**src/ref_dac_pkg.sv**
```systemverilog
package ref_dac_pkg;

	// ------------------------------------------------------------
	// Register offsets and widths
	// ------------------------------------------------------------
	localparam int          ADDR_W           = 4;
	localparam int          DATA_W           = 8;
	localparam logic [3:0]  OFS_REF_CTRL     = 4'h0;
	localparam logic [3:0]  OFS_SRC_CTRL     = 4'h1;
	localparam logic [3:0]  OFS_LEVEL        = 4'h2;
	localparam logic [3:0]  OFS_STATUS       = 4'h3;

	// ------------------------------------------------------------
	// Field positions
	// ------------------------------------------------------------
	localparam int          POS_REF_EN       = 7;
	localparam int          POS_REF_RDY      = 6;
	localparam int          POS_GAIN         = 4;
	localparam int          POS_LAD_EN       = 7;
	localparam int          POS_LPS          = 6;
	localparam int          POS_AOE          = 5;
	localparam int          POS_PSS          = 2;
	localparam int          POS_NSS          = 0;
	localparam int          POS_CONV_FIXED   = 0;
	localparam int          LEVEL_W          = 5;

	// ------------------------------------------------------------
	// Reset values and encodings
	// ------------------------------------------------------------
	localparam logic [1:0]  GAIN_OFF         = 2'h0;
	localparam logic [1:0]  GAIN_X1          = 2'h1;
	localparam logic [1:0]  GAIN_X2          = 2'h2;
	localparam logic [1:0]  GAIN_X4          = 2'h3;
	localparam logic [1:0]  PSS_SUPPLY       = 2'h0;
	localparam logic [1:0]  PSS_EXT_PIN      = 2'h1;
	localparam logic [1:0]  PSS_FIXED        = 2'h2;
	localparam logic [1:0]  PSS_RESERVED     = 2'h3;
	localparam logic [1:0]  RST_GAIN         = 2'h1;
	localparam logic [4:0]  RST_LEVEL        = 5'h00;

	// ------------------------------------------------------------
	// Timing: stabilisation wait
	// ------------------------------------------------------------
	localparam int          CLK_MHZ          = 100;
	localparam int          SETTLE_US        = 25;
	localparam int          SETTLE_CYCLES    = SETTLE_US * CLK_MHZ;
	localparam int          SETTLE_W         = 16;

endpackage

```
**src/settle_timer.sv**
```systemverilog
`timescale 1ns/1ns
module settle_timer
	import ref_dac_pkg::*;
#(
	parameter int  CYCLES = SETTLE_CYCLES
) (
	input  wire logic  clk,
	input  wire logic  rst,
	input  wire logic  ce,
	input  wire logic  enable,
	input  wire logic  stable_sync,
	input  wire logic  use_stable_in,
	output logic       ready
);

	typedef struct packed {
		logic [SETTLE_W-1:0]  count;
		logic                 ready;
	} timer_state_t;

	timer_state_t  state;
	timer_state_t  next_state;

	localparam logic [SETTLE_W-1:0] LAST = SETTLE_W'(CYCLES - 1);

	// Count from enable; disable clears at once
	always_comb begin
		next_state = state;
		if (!enable) begin
			next_state.count = '0;
			next_state.ready = 1'b0;
		end else if (use_stable_in) begin
			next_state.ready = stable_sync;
		end else if (state.count >= LAST) begin
			next_state.ready = 1'b1;
		end else begin
			next_state.count = state.count + 1'b1;
		end
	end

	// State register
	always_ff @(posedge clk) begin
		if (rst) begin
			state <= '0;
		end else if (ce) begin
			state <= next_state;
		end
	end

	assign ready = state.ready;

endmodule // settle_timer

```
**src/ref_dac_ctrl.sv**
```systemverilog
// Functional notes
// Reference enable bit powers the fixed reference; clear keeps it off.
// Ready flag sets only after stabilisation; reads zero when off or unsettled.
// Gain select 00 off, 01 unity, 10 double, 11 quadruple.
// Converter buffer on only while converter uses the fixed reference.
// Reference control bits 3-2 reserved, read zero, written zero.
// Ladder enabled while its enable bit set, disabled when clear.
// Five-bit level code picks one of 32 ladder taps.
// Low-power select set cuts negative source, clear cuts positive.
// Software clamps to positive source with all-ones code, ladder off.
// Software clamps to negative source with all-zeros code, ladder off.
// Output enable routes ladder to pin, overriding digital driver and detector.
// Digital read of pin returns zero while pin carries the ladder.
// Positive source 00 supply, 01 external pin, 10 fixed; 11 reserved.
// Negative source select: set external pin, clear ground.
// Wake from sleep leaves source control register unchanged.
// Reset disables ladder, frees pin, clears level code.
// Unimplemented bits ignore writes and read zero.
// Software should disable reference before sleep.
// Ready from synchronised stable input or counter; clears on disable.
// Registers reached over simple synchronous port with one-cycle strobes.
//
// The placing of the registers and strobed register access were chosen for this implementation.
`timescale 1ns/1ns
module ref_dac_ctrl
	import ref_dac_pkg::*;
#(
	parameter int  SETTLE = SETTLE_CYCLES
) (
	input  wire logic                  clk,
	input  wire logic                  rst,
	input  wire logic                  ce,
	input  wire logic [ADDR_W-1:0]     addr,
	input  wire logic [DATA_W-1:0]     wdata,
	input  wire logic                  wr,
	input  wire logic                  rd,
	output logic      [DATA_W-1:0]     rdata,
	input  wire logic                  stable_in,
	input  wire logic                  pin_digital_in,
	input  wire logic                  pin_digital_out,
	input  wire logic                  pin_digital_oe,
	input  wire logic                  converter_uses_fixed,
	input  wire logic                  sleep_wake,
	output logic                       reference_enable,
	output logic      [1:0]            reference_gain_select,
	output logic                       converter_reference_buffer,
	output logic                       ladder_enable,
	output logic                       positive_source_connect,
	output logic                       negative_source_connect,
	output logic      [1:0]            positive_source_select,
	output logic                       negative_source_select,
	output logic      [LEVEL_W-1:0]    ladder_level_code,
	output logic                       analog_output_enable,
	output logic                       pin_read_value,
	output logic                       pin_drive_out,
	output logic                       pin_drive_oe,
	output logic                       reference_ready_flag
);

	// ------------------------------------------------------------
	// State
	// ------------------------------------------------------------
	typedef struct packed {
		logic                ref_en;
		logic [1:0]          gain;
		logic                lad_en;
		logic                lps;
		logic                aoe;
		logic [1:0]          pss;
		logic                nss;
		logic [LEVEL_W-1:0]  level;
		logic                use_stable;
		logic [DATA_W-1:0]   rdata;
		logic [1:0]          stable_meta;
		logic                stable_sync;
		logic [1:0]          conv_meta;
		logic                conv_sync;
		logic [1:0]          pin_meta;
		logic                pin_sync;
		logic                conv_buf;
		logic                lad_out;
		logic                pos_conn;
		logic                neg_conn;
		logic                pin_rd;
		logic                pin_out;
		logic                pin_oe;
		logic                ready;
	} ctrl_state_t;

	ctrl_state_t  state;
	ctrl_state_t  next_state;
	logic         timer_ready;

	// ------------------------------------------------------------
	// Stabilisation timer
	// ------------------------------------------------------------
	settle_timer #(
		.CYCLES        (SETTLE)
	) u_settle (
		.clk           (clk),
		.rst           (rst),
		.ce            (ce),
		.enable        (state.ref_en),
		.stable_sync   (state.stable_sync),
		.use_stable_in (state.use_stable),
		.ready         (timer_ready)
	);

	// ------------------------------------------------------------
	// Next state
	// ------------------------------------------------------------
	always_comb begin
		next_state = state;

		// Three-flop synchronisers for pin-side levels
		next_state.stable_meta = {state.stable_meta[0], stable_in};
		next_state.stable_sync = state.stable_meta[1];
		next_state.conv_meta   = {state.conv_meta[0], converter_uses_fixed};
		next_state.conv_sync   = state.conv_meta[1];
		next_state.pin_meta    = {state.pin_meta[0], pin_digital_in};
		next_state.pin_sync    = state.pin_meta[1];

		// Register writes; sleep wake has no path here, so contents hold
		if (wr) begin
			unique case (addr)
				OFS_REF_CTRL: begin
					next_state.ref_en = wdata[POS_REF_EN];
					next_state.gain   = wdata[POS_GAIN +: 2];
				end
				OFS_SRC_CTRL: begin
					next_state.lad_en = wdata[POS_LAD_EN];
					next_state.lps    = wdata[POS_LPS];
					next_state.aoe    = wdata[POS_AOE];
					next_state.pss    = wdata[POS_PSS +: 2];
					next_state.nss    = wdata[POS_NSS];
				end
				OFS_LEVEL: begin
					next_state.level = wdata[LEVEL_W-1:0];
				end
				OFS_STATUS: begin
					next_state.use_stable = wdata[POS_CONV_FIXED];
				end
				default: begin
				end
			endcase
		end

		// Read data valid only in the cycle after the strobe
		next_state.rdata = '0;
		if (rd) begin
			unique case (addr)
				OFS_REF_CTRL: begin
					next_state.rdata[POS_REF_EN]    = state.ref_en;
					next_state.rdata[POS_REF_RDY]   = state.ready;
					next_state.rdata[POS_GAIN +: 2] = state.gain;
				end
				OFS_SRC_CTRL: begin
					next_state.rdata[POS_LAD_EN]   = state.lad_en;
					next_state.rdata[POS_LPS]      = state.lps;
					next_state.rdata[POS_AOE]      = state.aoe;
					next_state.rdata[POS_PSS +: 2] = state.pss;
					next_state.rdata[POS_NSS]      = state.nss;
				end
				OFS_LEVEL: begin
					next_state.rdata[LEVEL_W-1:0] = state.level;
				end
				OFS_STATUS: begin
					next_state.rdata[POS_CONV_FIXED] = state.use_stable;
				end
				default: begin
				end
			endcase
		end

		// Analog steering
		next_state.conv_buf = state.ref_en && state.conv_sync;
		next_state.lad_out  = state.lad_en;
		next_state.neg_conn = !state.lps || state.lad_en;
		next_state.pos_conn = state.lps || state.lad_en;

		// Pin override follows the new enable, so pin and enable switch on one edge
		next_state.pin_rd  = next_state.aoe ? 1'b0 : state.pin_sync;
		next_state.pin_out = next_state.aoe ? 1'b0 : pin_digital_out;
		next_state.pin_oe  = next_state.aoe ? 1'b0 : pin_digital_oe;

		// Ready is dropped the moment enable goes low
		next_state.ready = timer_ready && state.ref_en && next_state.ref_en;
	end

	// ------------------------------------------------------------
	// State register
	// ------------------------------------------------------------
	always_ff @(posedge clk) begin
		if (rst) begin
			state       <= '0;
			state.gain  <= RST_GAIN;
			state.level <= RST_LEVEL;
		end else if (ce) begin
			state <= next_state;
		end
	end

	// ------------------------------------------------------------
	// Outputs, all from flops
	// ------------------------------------------------------------
	assign rdata                      = state.rdata;
	assign reference_enable           = state.ref_en;
	assign reference_gain_select      = state.gain;
	assign converter_reference_buffer = state.conv_buf;
	assign ladder_enable              = state.lad_out;
	assign positive_source_connect    = state.pos_conn;
	assign negative_source_connect    = state.neg_conn;
	assign positive_source_select     = state.pss;
	assign negative_source_select     = state.nss;
	assign ladder_level_code          = state.level;
	assign analog_output_enable       = state.aoe;
	assign pin_read_value             = state.pin_rd;
	assign pin_drive_out              = state.pin_out;
	assign pin_drive_oe               = state.pin_oe;
	assign reference_ready_flag       = state.ready;

endmodule // ref_dac_ctrl

```
**config.mk**
```make
export PLATFORM = sky130hd
export DESIGN_NAME = ref_dac_ctrl
export DESIGN_NICKNAME = d
export VERILOG_FILES = /design/src/ref_dac_pkg.sv /design/src/settle_timer.sv /design/src/ref_dac_ctrl.sv
export SDC_FILE = /design/constraint.sdc
export NUM_CORES = 1
export LEC_CHECK = 0
export ABC_CLOCK_PERIOD_IN_PS = 2500
export BUFFER_PORTS_ARGS = -buffer_cell sky130_fd_sc_hd__buf_2
export CORE_ASPECT_RATIO = 1.1
export CORE_UTILIZATION = 35
export CTS_CLUSTER_SIZE = 8
export DETAILED_ROUTE_END_ITERATION = 7
export GPL_TIMING_DRIVEN = 0
export SLEW_MARGIN = 10
export SYNTH_ARGS = -nofsm -noshare
export SYNTH_HDL_FRONTEND = slang
export SYNTH_SLANG_ARGS = --single-unit
```
**constraint.sdc**
```tcl
create_clock -name clk -period 2.5 [get_ports clk]
set_input_delay 0.25 -clock clk [delete_from_list [all_inputs] [get_ports clk]]
set_output_delay 0.25 -clock clk [all_outputs]
set_load 0.02 [all_outputs]
```
==> summary.md, run 1 <==
| Metric | Value |
|---|---|
| DR vias/cell | `5.06` |
| Die X | `84.7 um` |
| Routability congestion estimate | `0.839` |
| Peak Freq | `490 MHz` |
| CP required | `2.77 ns` |
| Maximum vdd drop | `438 uV` |
| Dpl hpwl | `4570 um` |
| Minimum clock period | `2.04 ns` |
| Multi-input logic area | `1290 um2` |
| Cts repair resizes | `0` |
| CP Capture Type | `flop` |
| Vias | `2233` |
| Global-route wire length before repair | `10400 um` |
| CP Launch Type | `flop` |
| ANT cells | `0` |
| # hold bufs at CTS | `0` |
| Setup Crit Path Kind | `flop to flop` |
| Synth warnings | `0` |
| #FFs+latches synth | `57` |
| WP data arrival | `2.31 ns` |
| # setup viols final | `0` |
| Count of cell types in the netlist | `44` |
| First-iteration detailed-routing DRC count | `91` |
| Layout net count | `375` |
| Synth Cell Area | `2630 um2` |
| Setup_tns | `0 ns` |
| Hold Path Class | `input pin to flop` |
| Vias in the first global route | `2136` |
| Die Y | `93.0 um` |
| Final Hold Slack | `0.140 ns` |
| Syn_nets | `317` |
| Max-cap viol count | `0` |
| Post-synthesis sequential area ratio | `0.433` |
| Fillcell total | `743` |
| Setup Fix Bufs, Post-CTS | `0` |
| Total wire length | `6300 um` |
| Worst Path Max Fanout | `10` |
| Final ANT Viol Nets | `0` |
| Slew @ Worst Pin | `0.648 ns` |
| Area leader, netlist | `dfxtp_1` |
| Number of synthesized flops with an enable pin | `0` |
| Total grt overflow | `0` |
| CTS tree | `done` |
| Avg Cell Area, Syn | `8.99 um2` |
| I/O Pins | `51` |
| WL met1 | `3000 um` |
| CTS buffer count | `9` |
| Drt wl/cell | `14.3 um` |
| LEAKAGE | `0.00140 uW` |
| Clk sinks | `57` |
| Initial antenna violation count | `0` |
| Top FF cell, synth | `dfxtp_1` |
| Initial Util | `0.370` |
| Highest metal used | `met4` |
| Core box area | `7130 um2` |
| Synthesized instance count | `293` |
| RSZ-0062 raised after global routing | `no` |
| Max-slew violations | `0` |
| Total Die Area | `7880 um2` |
| Insertion delay to the later sink of the worst-skew pair | `0.34 ns` |
| PwrDens | `632 nW/um2` |
| Metal3 WL | `306 um` |
| Clock Skew | `0.0108 ns` |
| Largest net degree at the start of global routing | `13` |
| Clk root buf | `clkbuf_8` |
| First drt pass iteration count | `4` |
| Layout area overhead | `21.6%` |
| Tot Pwr | `2020 uW` |
| FP Rows | `32` |
| Routed length on met2 | `2910 um` |
| CTS clk-pin slew, worst paths | `0.08 ns` |
| Slew HR | `0.568` |
| Layout cell share with drive strength beyond 1 | `0.253` |
| All-Layer GR Usage | `0.171` |
| # DRC | `0` |
| CTS max path bufs | `2` |
| IO buf count | `47` |
| FF+latch area | `1140 um2` |
| Top cells by area, synth | `dfxtp_1 43%, mux2i_1 12%, nor2_1 6.6%, buf_4 4.8%, nand2_1 3.1%` |
| H-tree depth reported by CTS | `3` |
| Yosys top cell area share | `0.433` |
| Hold Fails Final Rpt | `0` |
| Fin crit share | `0.816` |
| Status | `finished, final reports clean` |
| Asr flop ratio synth | `0` |
-- layer usage --
metal,global-route usage,up-vias
li1,-,1136
met1,0.213,1034
met2,0.281,54
met3,0.0432,9
met4,0.0720,0
met5,0,-
-- path summary, 6_finish.rpt --
kind	startpoint	to	slack, ns	cells after the start
setup / recovery	u_settle.state[1]	u_settle.ready	0.46	6
hold / removal	pin_digital_out	pin_drive_out	0.14	3
setup reg to reg	u_settle.state[1]	u_settle.ready	0.46	6
hold reg to reg	converter_reference_buffer	converter_reference_buffer	0.46	2
-- cells in the mapped netlist (5+ instances only) --
library cell,count
and2_1,8
a21oi_1,10
mux2i_1,32
nor3_1,6
clkbuf_1,12
nor2_1,46
nor2b_1,5
a22oi_1,6
nand2_1,22
buf_4,17
nor4_1,5
dfxtp_1,57
inv_1,6
nand3_1,9
-- flip-flops by register name, indices dropped and copies added (netlist names), 2 cells and up --
signal / cells
ladder_level_code: 5
next_state: 7
rdata: 8
reference_gain_select: 2
state: 5
u_settle.state: 16
positive_source_select: 2
-- kinds of logic after synthesis --
family	Yosys count	share of synthesized area
AND/OR/NAND/NOR	122	0.233
multiplexers	34	0.130
AO/OA/AOI/OAI	42	0.121
buffers and inverters	37	0.0774
flip-flops	57	0.433
adder cells (fa/ha/maj)	1	0.00475
-- cells in the final DEF (no fill, tap or decap), drive strengths merged, types with 3 or more instances in the layout --
cell type  synthesis  routed
buf               19      66
dfxtp             57      57
nor2              46      46
mux2i             32      32
nand2             22      22
clkbuf            12      21
a21oi             10      10
nand3              9       9
and2               8       8
inv                6       8
nor4               7       7
nor3               6       6
a22oi              6       6
nor2b              5       5
and3               4       4
nand4              4       4
o2bb2ai            3       3
nand3b             3       3
a31oi              3       3
a22o               3       3
a211oi             3       3
-- through the flow --
step | cells | cell area [um2] | setup slack (ns) | utilization
final | 441 | 3200 | 0.461 | 0.449
after global routing | 441 | 3200 | 0.384 | 0.449
after CTS | 441 | 3200 | 0.448 | 0.449
after detailed placement | 425 | 2980 | 0.477 | 0.417
after global placement | 425 | 2980 | 0.535 | 0.417
after floorplan | 293 | 2630 | 0.776 | -
-- where the power goes --
group | leakage [uW] | internal, uW | switching (uW)
logic | 0.000826 | 40.5 | 71.7
clock network | 0.000110 | 571 | 416
registers | 0.000461 | 919 | 6.52
total | 0.00140 | 1530 | 494
-- worst max-delay path: stages, from the launching register on --
cell,delay (ns)
dfxtp_1,0.41
ha_1,0.29
nor4_2,0.08
a211oi_4,0.52
nor2_1,0.23
a211o_1,0.31
a21oi_1,0.12
-- layout make-up --
class,instances,share of cell area
buffer,31,0.0567
clock buffer,9,0.0387
clock inverter,7,0.0320
inverter,6,0.00703
multi-input combinational,199,0.403
sequential,57,0.356
tap,85,0.0332
timing repair buffer,47,0.0735
(Power assumes the default switching activity.)
==> run 2: changes to the inputs <==
Settings changed: ABC_CLOCK_PERIOD_IN_PS 2500 to 2100.
Clock period 2.5 ns to 2.1 ns, I/O delays scaled along.
==> run 2 against run 1 <==
Against the previous run:
- sequential share of layout area is the same
- design area is the same
- power grew 19%
- worst hold slack lost 0.040 ns
- first-iteration DRC count shrank 3.3%
- wire length is essentially flat
- global-route usage is the same
- worst setup slack lost 0.39 ns
- via count grew 0.40%
- sequential power grew 19%
- clock skew is essentially flat
- clock power grew 19%
- largest cell class unchanged
- largest power group unchanged
==> summary.md, run 2 (synthesis results as in run 1) <==
| Metric | Value |
|---|---|
| Worst reg2reg path endpoint | `u_settle.ready` |
| Layout area overhead | `21.6% (unchanged)` |
| CTS tree | `done` |
| Fraction of power spent switching nets | `0.244 (about the same)` |
| Placed inst area | `2980 um2 (unchanged)` |
| Insertion delay to the later sink of the worst-skew pair | `0.34 ns (about the same)` |
| Clk sinks | `57 (unchanged)` |
| All-Layer GR Usage | `0.171 (unchanged)` |
| Total wire length | `6300 um (about the same)` |
| Fin crit share | `0.965 (+0.149)` |
| CP Launch Type | `flop` |
| LEAKAGE | `0.00140 uW (unchanged)` |
| First drt pass iteration count | `4 (unchanged)` |
| Initial Util | `0.370 (unchanged)` |
| Hold Fails Final Rpt | `0 (unchanged)` |
| Clock share of power | `0.487 (about the same)` |
| Hold path endpoint | `pin_drive_out` |
| Sw Pwr | `588 uW (+19%)` |
| Initial antenna violation count | `0 (unchanged)` |
| Slowest-stage cell, CP | `a211oi_4` |
| Internal | `1820 uW (+19%)` |
| Worst Path Max Fanout | `10 (unchanged)` |
| Grt peak-use layer | `met2` |
| Setup Crit Path Kind | `flop to flop` |
| CTS clk-pin slew, worst paths | `0.08 ns (about the same)` |
| CTS buffer count | `9 (unchanged)` |
| Largest net degree at the start of global routing | `13 (unchanged)` |
| Dpl hpwl | `4570 um (unchanged)` |
| Vias | `2242 (+0.40%)` |
| ANT cells | `0 (unchanged)` |
| Slew HR | `0.568 (about the same)` |
| DR vias/cell | `5.08 (+0.40%)` |
| Total grt overflow | `0 (unchanged)` |
| Most common cell after layout, fill and taps aside | `dfxtp_1` |
| R2R cell count | `6 (unchanged)` |
| Hold Path Cell Cnt | `3 (unchanged)` |
| Die X | `84.7 um (unchanged)` |
| Peak Freq | `494 MHz (+0.66%)` |
| Global-route wire length before repair | `10400 um (unchanged)` |
| Clock Skew | `0.0105 ns (-0.000286 ns)` |
| GR Util met3 | `0.0432 (unchanged)` |
| Met1 Use GR | `0.213 (unchanged)` |
| RSZ-0062 raised after global routing | `no` |
| # setup viols final | `0 (unchanged)` |
| R2R Setup Slk | `0.07 ns (-0.39 ns)` |
| PwrDens | `753 nW/um2 (+19%)` |
| Reg with most FFs | `u_settle.state` |
| Post-layout util | `0.449 (unchanged)` |
| Routability congestion estimate | `0.839 (unchanged)` |
| Final Hold Slack | `0.0993 ns (-0.0403 ns)` |
| Logic pwr share | `0.055 (about the same)` |
| Slew @ Worst Pin | `0.648 ns (+0.000227 ns)` |
| H-tree depth reported by CTS | `3 (unchanged)` |
| Max-slew violations | `0 (unchanged)` |
| Minimum clock period | `2.03 ns (-0.0133 ns)` |
| FP Rows | `32 (unchanged)` |
| CP required | `2.37 ns (-0.40 ns)` |
| Grt met2 use | `0.281 (unchanged)` |
| Fin area | `3200 um2 (unchanged)` |
| Total Die Area | `7880 um2 (unchanged)` |
| Layout cell share with drive strength beyond 1 | `0.253 (unchanged)` |
| I/O Pins | `51 (unchanged)` |
| Drt wl/cell | `14.3 um (about the same)` |
| Hold Path Class | `input pin to flop` |
| Critical path cell sequence | `ha_1, nor4_2, a211oi_4, nor2_1, a211o_1, a21oi_1` |
| Die Y | `93.0 um (unchanged)` |
| Vias in the first global route | `2136 (unchanged)` |
| CP Capture Type | `flop` |
| Biggest cell delay along the critical path | `0.50 ns (-0.02 ns)` |
| Status | `finished, final reports clean` |
| Cts repair resizes | `0 (unchanged)` |
| Setup_tns | `0 ns (unchanged)` |
| Maximum vdd drop | `521 uV (+19%)` |
| Core box area | `7130 um2 (unchanged)` |
| Commonest non-fill, non-tap cells in the layout | `57 x dfxtp_1, 48 x buf_2, 46 x nor2_1, 32 x mux2i_1, 22 x nand2_1` |
| CTS max path bufs | `2 (unchanged)` |
| Max-cap viol count | `0 (unchanged)` |
| Final ANT Viol Nets | `0 (unchanged)` |
| Reg power frac | `0.457 (about the same)` |
| Largest register FFs | `16 (unchanged)` |
| # hold bufs at CTS | `0 (unchanged)` |
| First-iteration detailed-routing DRC count | `88 (-3.3%)` |
| Layout net count | `375 (unchanged)` |
| # DRC | `0 (unchanged)` |
| Critical R2R Launch | `u_settle.state[1]` |
| Clk root buf | `clkbuf_8` |
| IO buf count | `47 (unchanged)` |
| Setup Fix Bufs, Post-CTS | `0 (unchanged)` |
| WP data arrival | `2.30 ns (about the same)` |
| Hold_sp | `pin_digital_out` |
==> run 2: cell counts in the layout (fill, tap and decap cells not counted) <==
No cell type changed its count.
==> run 2: power groups by stage <==
| stage | registers, uW | logic [uW] | clock network (uW) |
|---|---|---|---|
| after floorplan | 1130 | 72.7 | 0 |
| after global placement | 1130 | 134 | 0 |
| after detailed placement | 1130 | 135 | 0 |
| after CTS | 1100 | 135 | 1200 |
| after global routing | 1100 | 148 | 1250 |
| final | 1100 | 134 | 1170 |
==> run 2: area by class of cell <==
type / count / area (um2)
fill: 743 / 3930
multi-input combinational: 199 / 1290
sequential: 57 / 1140
timing repair buffer: 47 / 235
buffer: 31 / 181
clock buffer: 9 / 124
tap: 85 / 106
clock inverter: 7 / 103
inverter: 6 / 22.5
==> run 2: metal layers <==
metal / vias up / part of all wire
li1: 1139 / -
met1: 1039 / 0.48
met2: 55 / 0.46
met3: 9 / 0.046
met4: 0 / 0.014
met5: - / 0
==> run 2: worst max-delay path by stage <==
stage                            from                end  cells after the start
global route        u_settle.state[1]     u_settle.ready                      6
detailed placement  u_settle.state[1]     u_settle.ready                      6
CTS                 u_settle.state[1]     u_settle.ready                      6
floorplan           u_settle.state[1]  u_settle.state[8]                      6
finish              u_settle.state[1]     u_settle.ready                      6
global placement    u_settle.state[1]     u_settle.ready                      6
==> run 2: critical path: cells and delay by family (launching register included) <==
kind                       cells  cell delay [ns]
and+or+nand+nor                2             0.31
adders and majority gates      1             0.30
DFF                            1             0.41
AOI/OAI and AO/OA              3             0.93
==> run 2: through the flow <==
step / power, uW / worst slack (ns) / std cells
finish: 2410 / 0.0739 / 441
floorplan: 1200 / 0.376 / 293
detailed placement: 1260 / 0.0772 / 425
global route: 2510 / 0.00766 / 441
CTS: 2430 / 0.0477 / 441
global placement: 1260 / 0.135 / 425
==> run 3: changes to the inputs <==
Settings changed: CORE_ASPECT_RATIO 1.1 to 0.9.
==> run 3 against run 2 <==
Against the previous run:
- fmax rose by 2.3%
- via count rose by 0.22%
- global-route usage barely moved
- first-iteration DRC count rose by 36%
- clock skew fell by 0.0014 ns
- critical endpoint is now u_settle.state[11]
- largest cell class unchanged
==> summary.md, run 3 (synthesis results as in run 1) <==
| Metric | Value |
|---|---|
| Total Die Area | `7880 um2 (about the same)` |
| CTS clk-pin slew, worst paths | `0.07 ns (about the same)` |
| Fillcell total | `701 (-5.7%)` |
| FP Rows | `29 (-9.4%)` |
| Insertion delay to the later sink of the worst-skew pair | `0.34 ns (about the same)` |
| LEAKAGE | `0.00140 uW (about the same)` |
| Biggest cell delay along the critical path | `0.34 ns (-0.16 ns)` |
| Largest register FFs | `16 (unchanged)` |
| Vias in the first global route | `2006 (-6.1%)` |
| CP dominant cell by count | `nor4_2` |
| Layout area overhead | `22.4%` |
| Hold Path Class | `input pin to flop` |
| Commonest non-fill, non-tap cells in the layout | `57 x dfxtp_1, 48 x buf_2, 45 x nor2_1, 32 x mux2i_1, 22 x nand2_1` |
| RSZ-0062 raised after global routing | `yes` |
| Total grt overflow | `0 (unchanged)` |
| Fin area | `3220 um2 (+0.70%)` |
| # DRC | `0 (unchanged)` |
| First-iteration detailed-routing DRC count | `120 (+36%)` |
| Drt wl/cell | `14.3 um (-0.15%)` |
| All-Layer GR Usage | `0.171 (-0.000337)` |
| Placed inst area | `2990 um2 (+0.34%)` |
| Setup Crit Path Kind | `flop to flop` |
| CP required | `2.30 ns (-0.07 ns)` |
| CTS max path bufs | `2 (unchanged)` |
| Layout cell share with drive strength beyond 1 | `0.258 (+0.00489)` |
| Clk root buf | `clkbuf_8` |
| Clock Skew | `0.00913 ns (-0.00137 ns)` |
| DR vias/cell | `4.99 (-1.8%)` |
| Dpl hpwl | `4640 um (+1.7%)` |
| Final ANT Viol Nets | `0 (unchanged)` |
| Maximum vdd drop | `558 uV (+7.1%)` |
| First drt pass iteration count | `4 (unchanged)` |
| Peak Freq | `505 MHz (+2.3%)` |
| ANT cells | `0 (unchanged)` |
| Post-Place Cells | `433 (+1.9%)` |
| Clk sinks | `57 (unchanged)` |
| Layout net count | `376 (+0.27%)` |
| Reg with most FFs | `u_settle.state` |
| CP Launch Type | `flop` |
| Vias | `2247 (+0.22%)` |
| Post-route insts no fill | `450 (+2.0%)` |
| Max-slew violations | `0 (unchanged)` |
| Largest net degree at the start of global routing | `12 (-1)` |
| Global-route wire length before repair | `10200 um (-1.9%)` |
| Initial antenna violation count | `0 (unchanged)` |
| Most common cell after layout, fill and taps aside | `dfxtp_1` |
| Slew @ Worst Pin | `0.666 ns (+0.0174 ns)` |
| Core box area | `7150 um2 (+0.30%)` |
| IO buf count | `47 (unchanged)` |
| Hold Fails Final Rpt | `0 (unchanged)` |
| Die Y | `84.3 um (-9.3%)` |
| WP data arrival | `2.18 ns (-0.12 ns)` |
| PwrDens | `746 nW/um2 (-0.87%)` |
| Slowest-stage cell, CP | `dfxtp_1` |
| Max-cap viol count | `0 (unchanged)` |
| CTS buffer count | `9 (unchanged)` |
| I/O Pins | `51 (unchanged)` |
| Final Hold Slack | `0.103 ns (+0.00419 ns)` |
| H-tree depth reported by CTS | `3 (unchanged)` |
| Status | `finished, final reports clean` |
| # setup viols final | `0 (unchanged)` |
| Total wire length | `6420 um (+1.9%)` |
| CTS tree | `done` |
| # hold bufs at CTS | `0 (unchanged)` |
| CP Capture Type | `flop` |
| Worst Path Max Fanout | `10 (unchanged)` |
| Minimum clock period | `1.98 ns (-0.0452 ns)` |
| Fin crit share | `0.943 (-0.0215)` |
| Critical path cell sequence | `ha_1, nor4_2, a211oi_4, buf_4, nor4_2, mux2i_1, a21oi_1` |
| Routability congestion estimate | `0.849 (+1.2%)` |
| Die X | `93.4 um (+10%)` |
| Initial Util | `0.368 (-0.00110)` |
| Slew HR | `0.556 (-0.0116)` |
[run 3: area by class of cell]
cell class,instances,area [um2],area share
multi-input combinational,199,1290,0.400
sequential,57,1140,0.354
timing repair buffer,48,243,0.0753
buffer,31,181,0.0563
clock buffer,10,138,0.0427
tap,93,116,0.0361
clock inverter,6,91.3,0.0283
inverter,6,22.5,0.00698
[run 3: path summary, 6_finish.rpt]
check,end,depth (start not counted),startpoint,slack (ns)
setup reg to reg,u_settle.state[11],7,u_settle.state[1],0.12
setup / recovery,u_settle.state[11],7,u_settle.state[1],0.12
hold / removal,pin_drive_out,3,pin_digital_out,0.10
hold reg to reg,u_settle.state[16],1,u_settle.state[16],0.46
[run 3: layer usage]
metal	up-vias	global-route usage	routed length, um
met5	-	0	0
met4	0	0.0573	91
met1	1054	0.241	3290
li1	1126	-	-
met3	6	0.0652	340
met2	61	0.236	2700
[run 3: critical path: cells and delay by family (launching register included)]
kind / cells / cell delay [ns]
AO/OA/AOI/OAI: 2 / 0.26
adder cells (fa/ha/maj): 1 / 0.29
buffers and inverters: 1 / 0.17
flip-flops: 1 / 0.34
multiplexers: 1 / 0.22
AND/OR/NAND/NOR: 2 / 0.55
[run 3: repair_timing]
action / CTS / global route
buffers inserted: 0 / 1
resized for setup: 0 / 1
endpoints found under the hold margin: 0 / 0
endpoints found under the setup margin: 0 / 3
[run 3: where the power goes]
group          switching [uW]  internal, uW
Combinational            86.5          48.3
Clock                     467           701
Sequential               7.86          1090
[run 3: stage by stage]
step	utilization	setup TNS (ns)	power, uW	worst slack [ns]
finish	0.451	0	2410	0.119
global route	0.451	-0.00108	2490	-0.00108
CTS	0.450	0	2440	0.0889
detailed placement	0.418	0	1260	0.103
global placement	0.418	0	1260	0.134
floorplan	-	0	1200	0.376
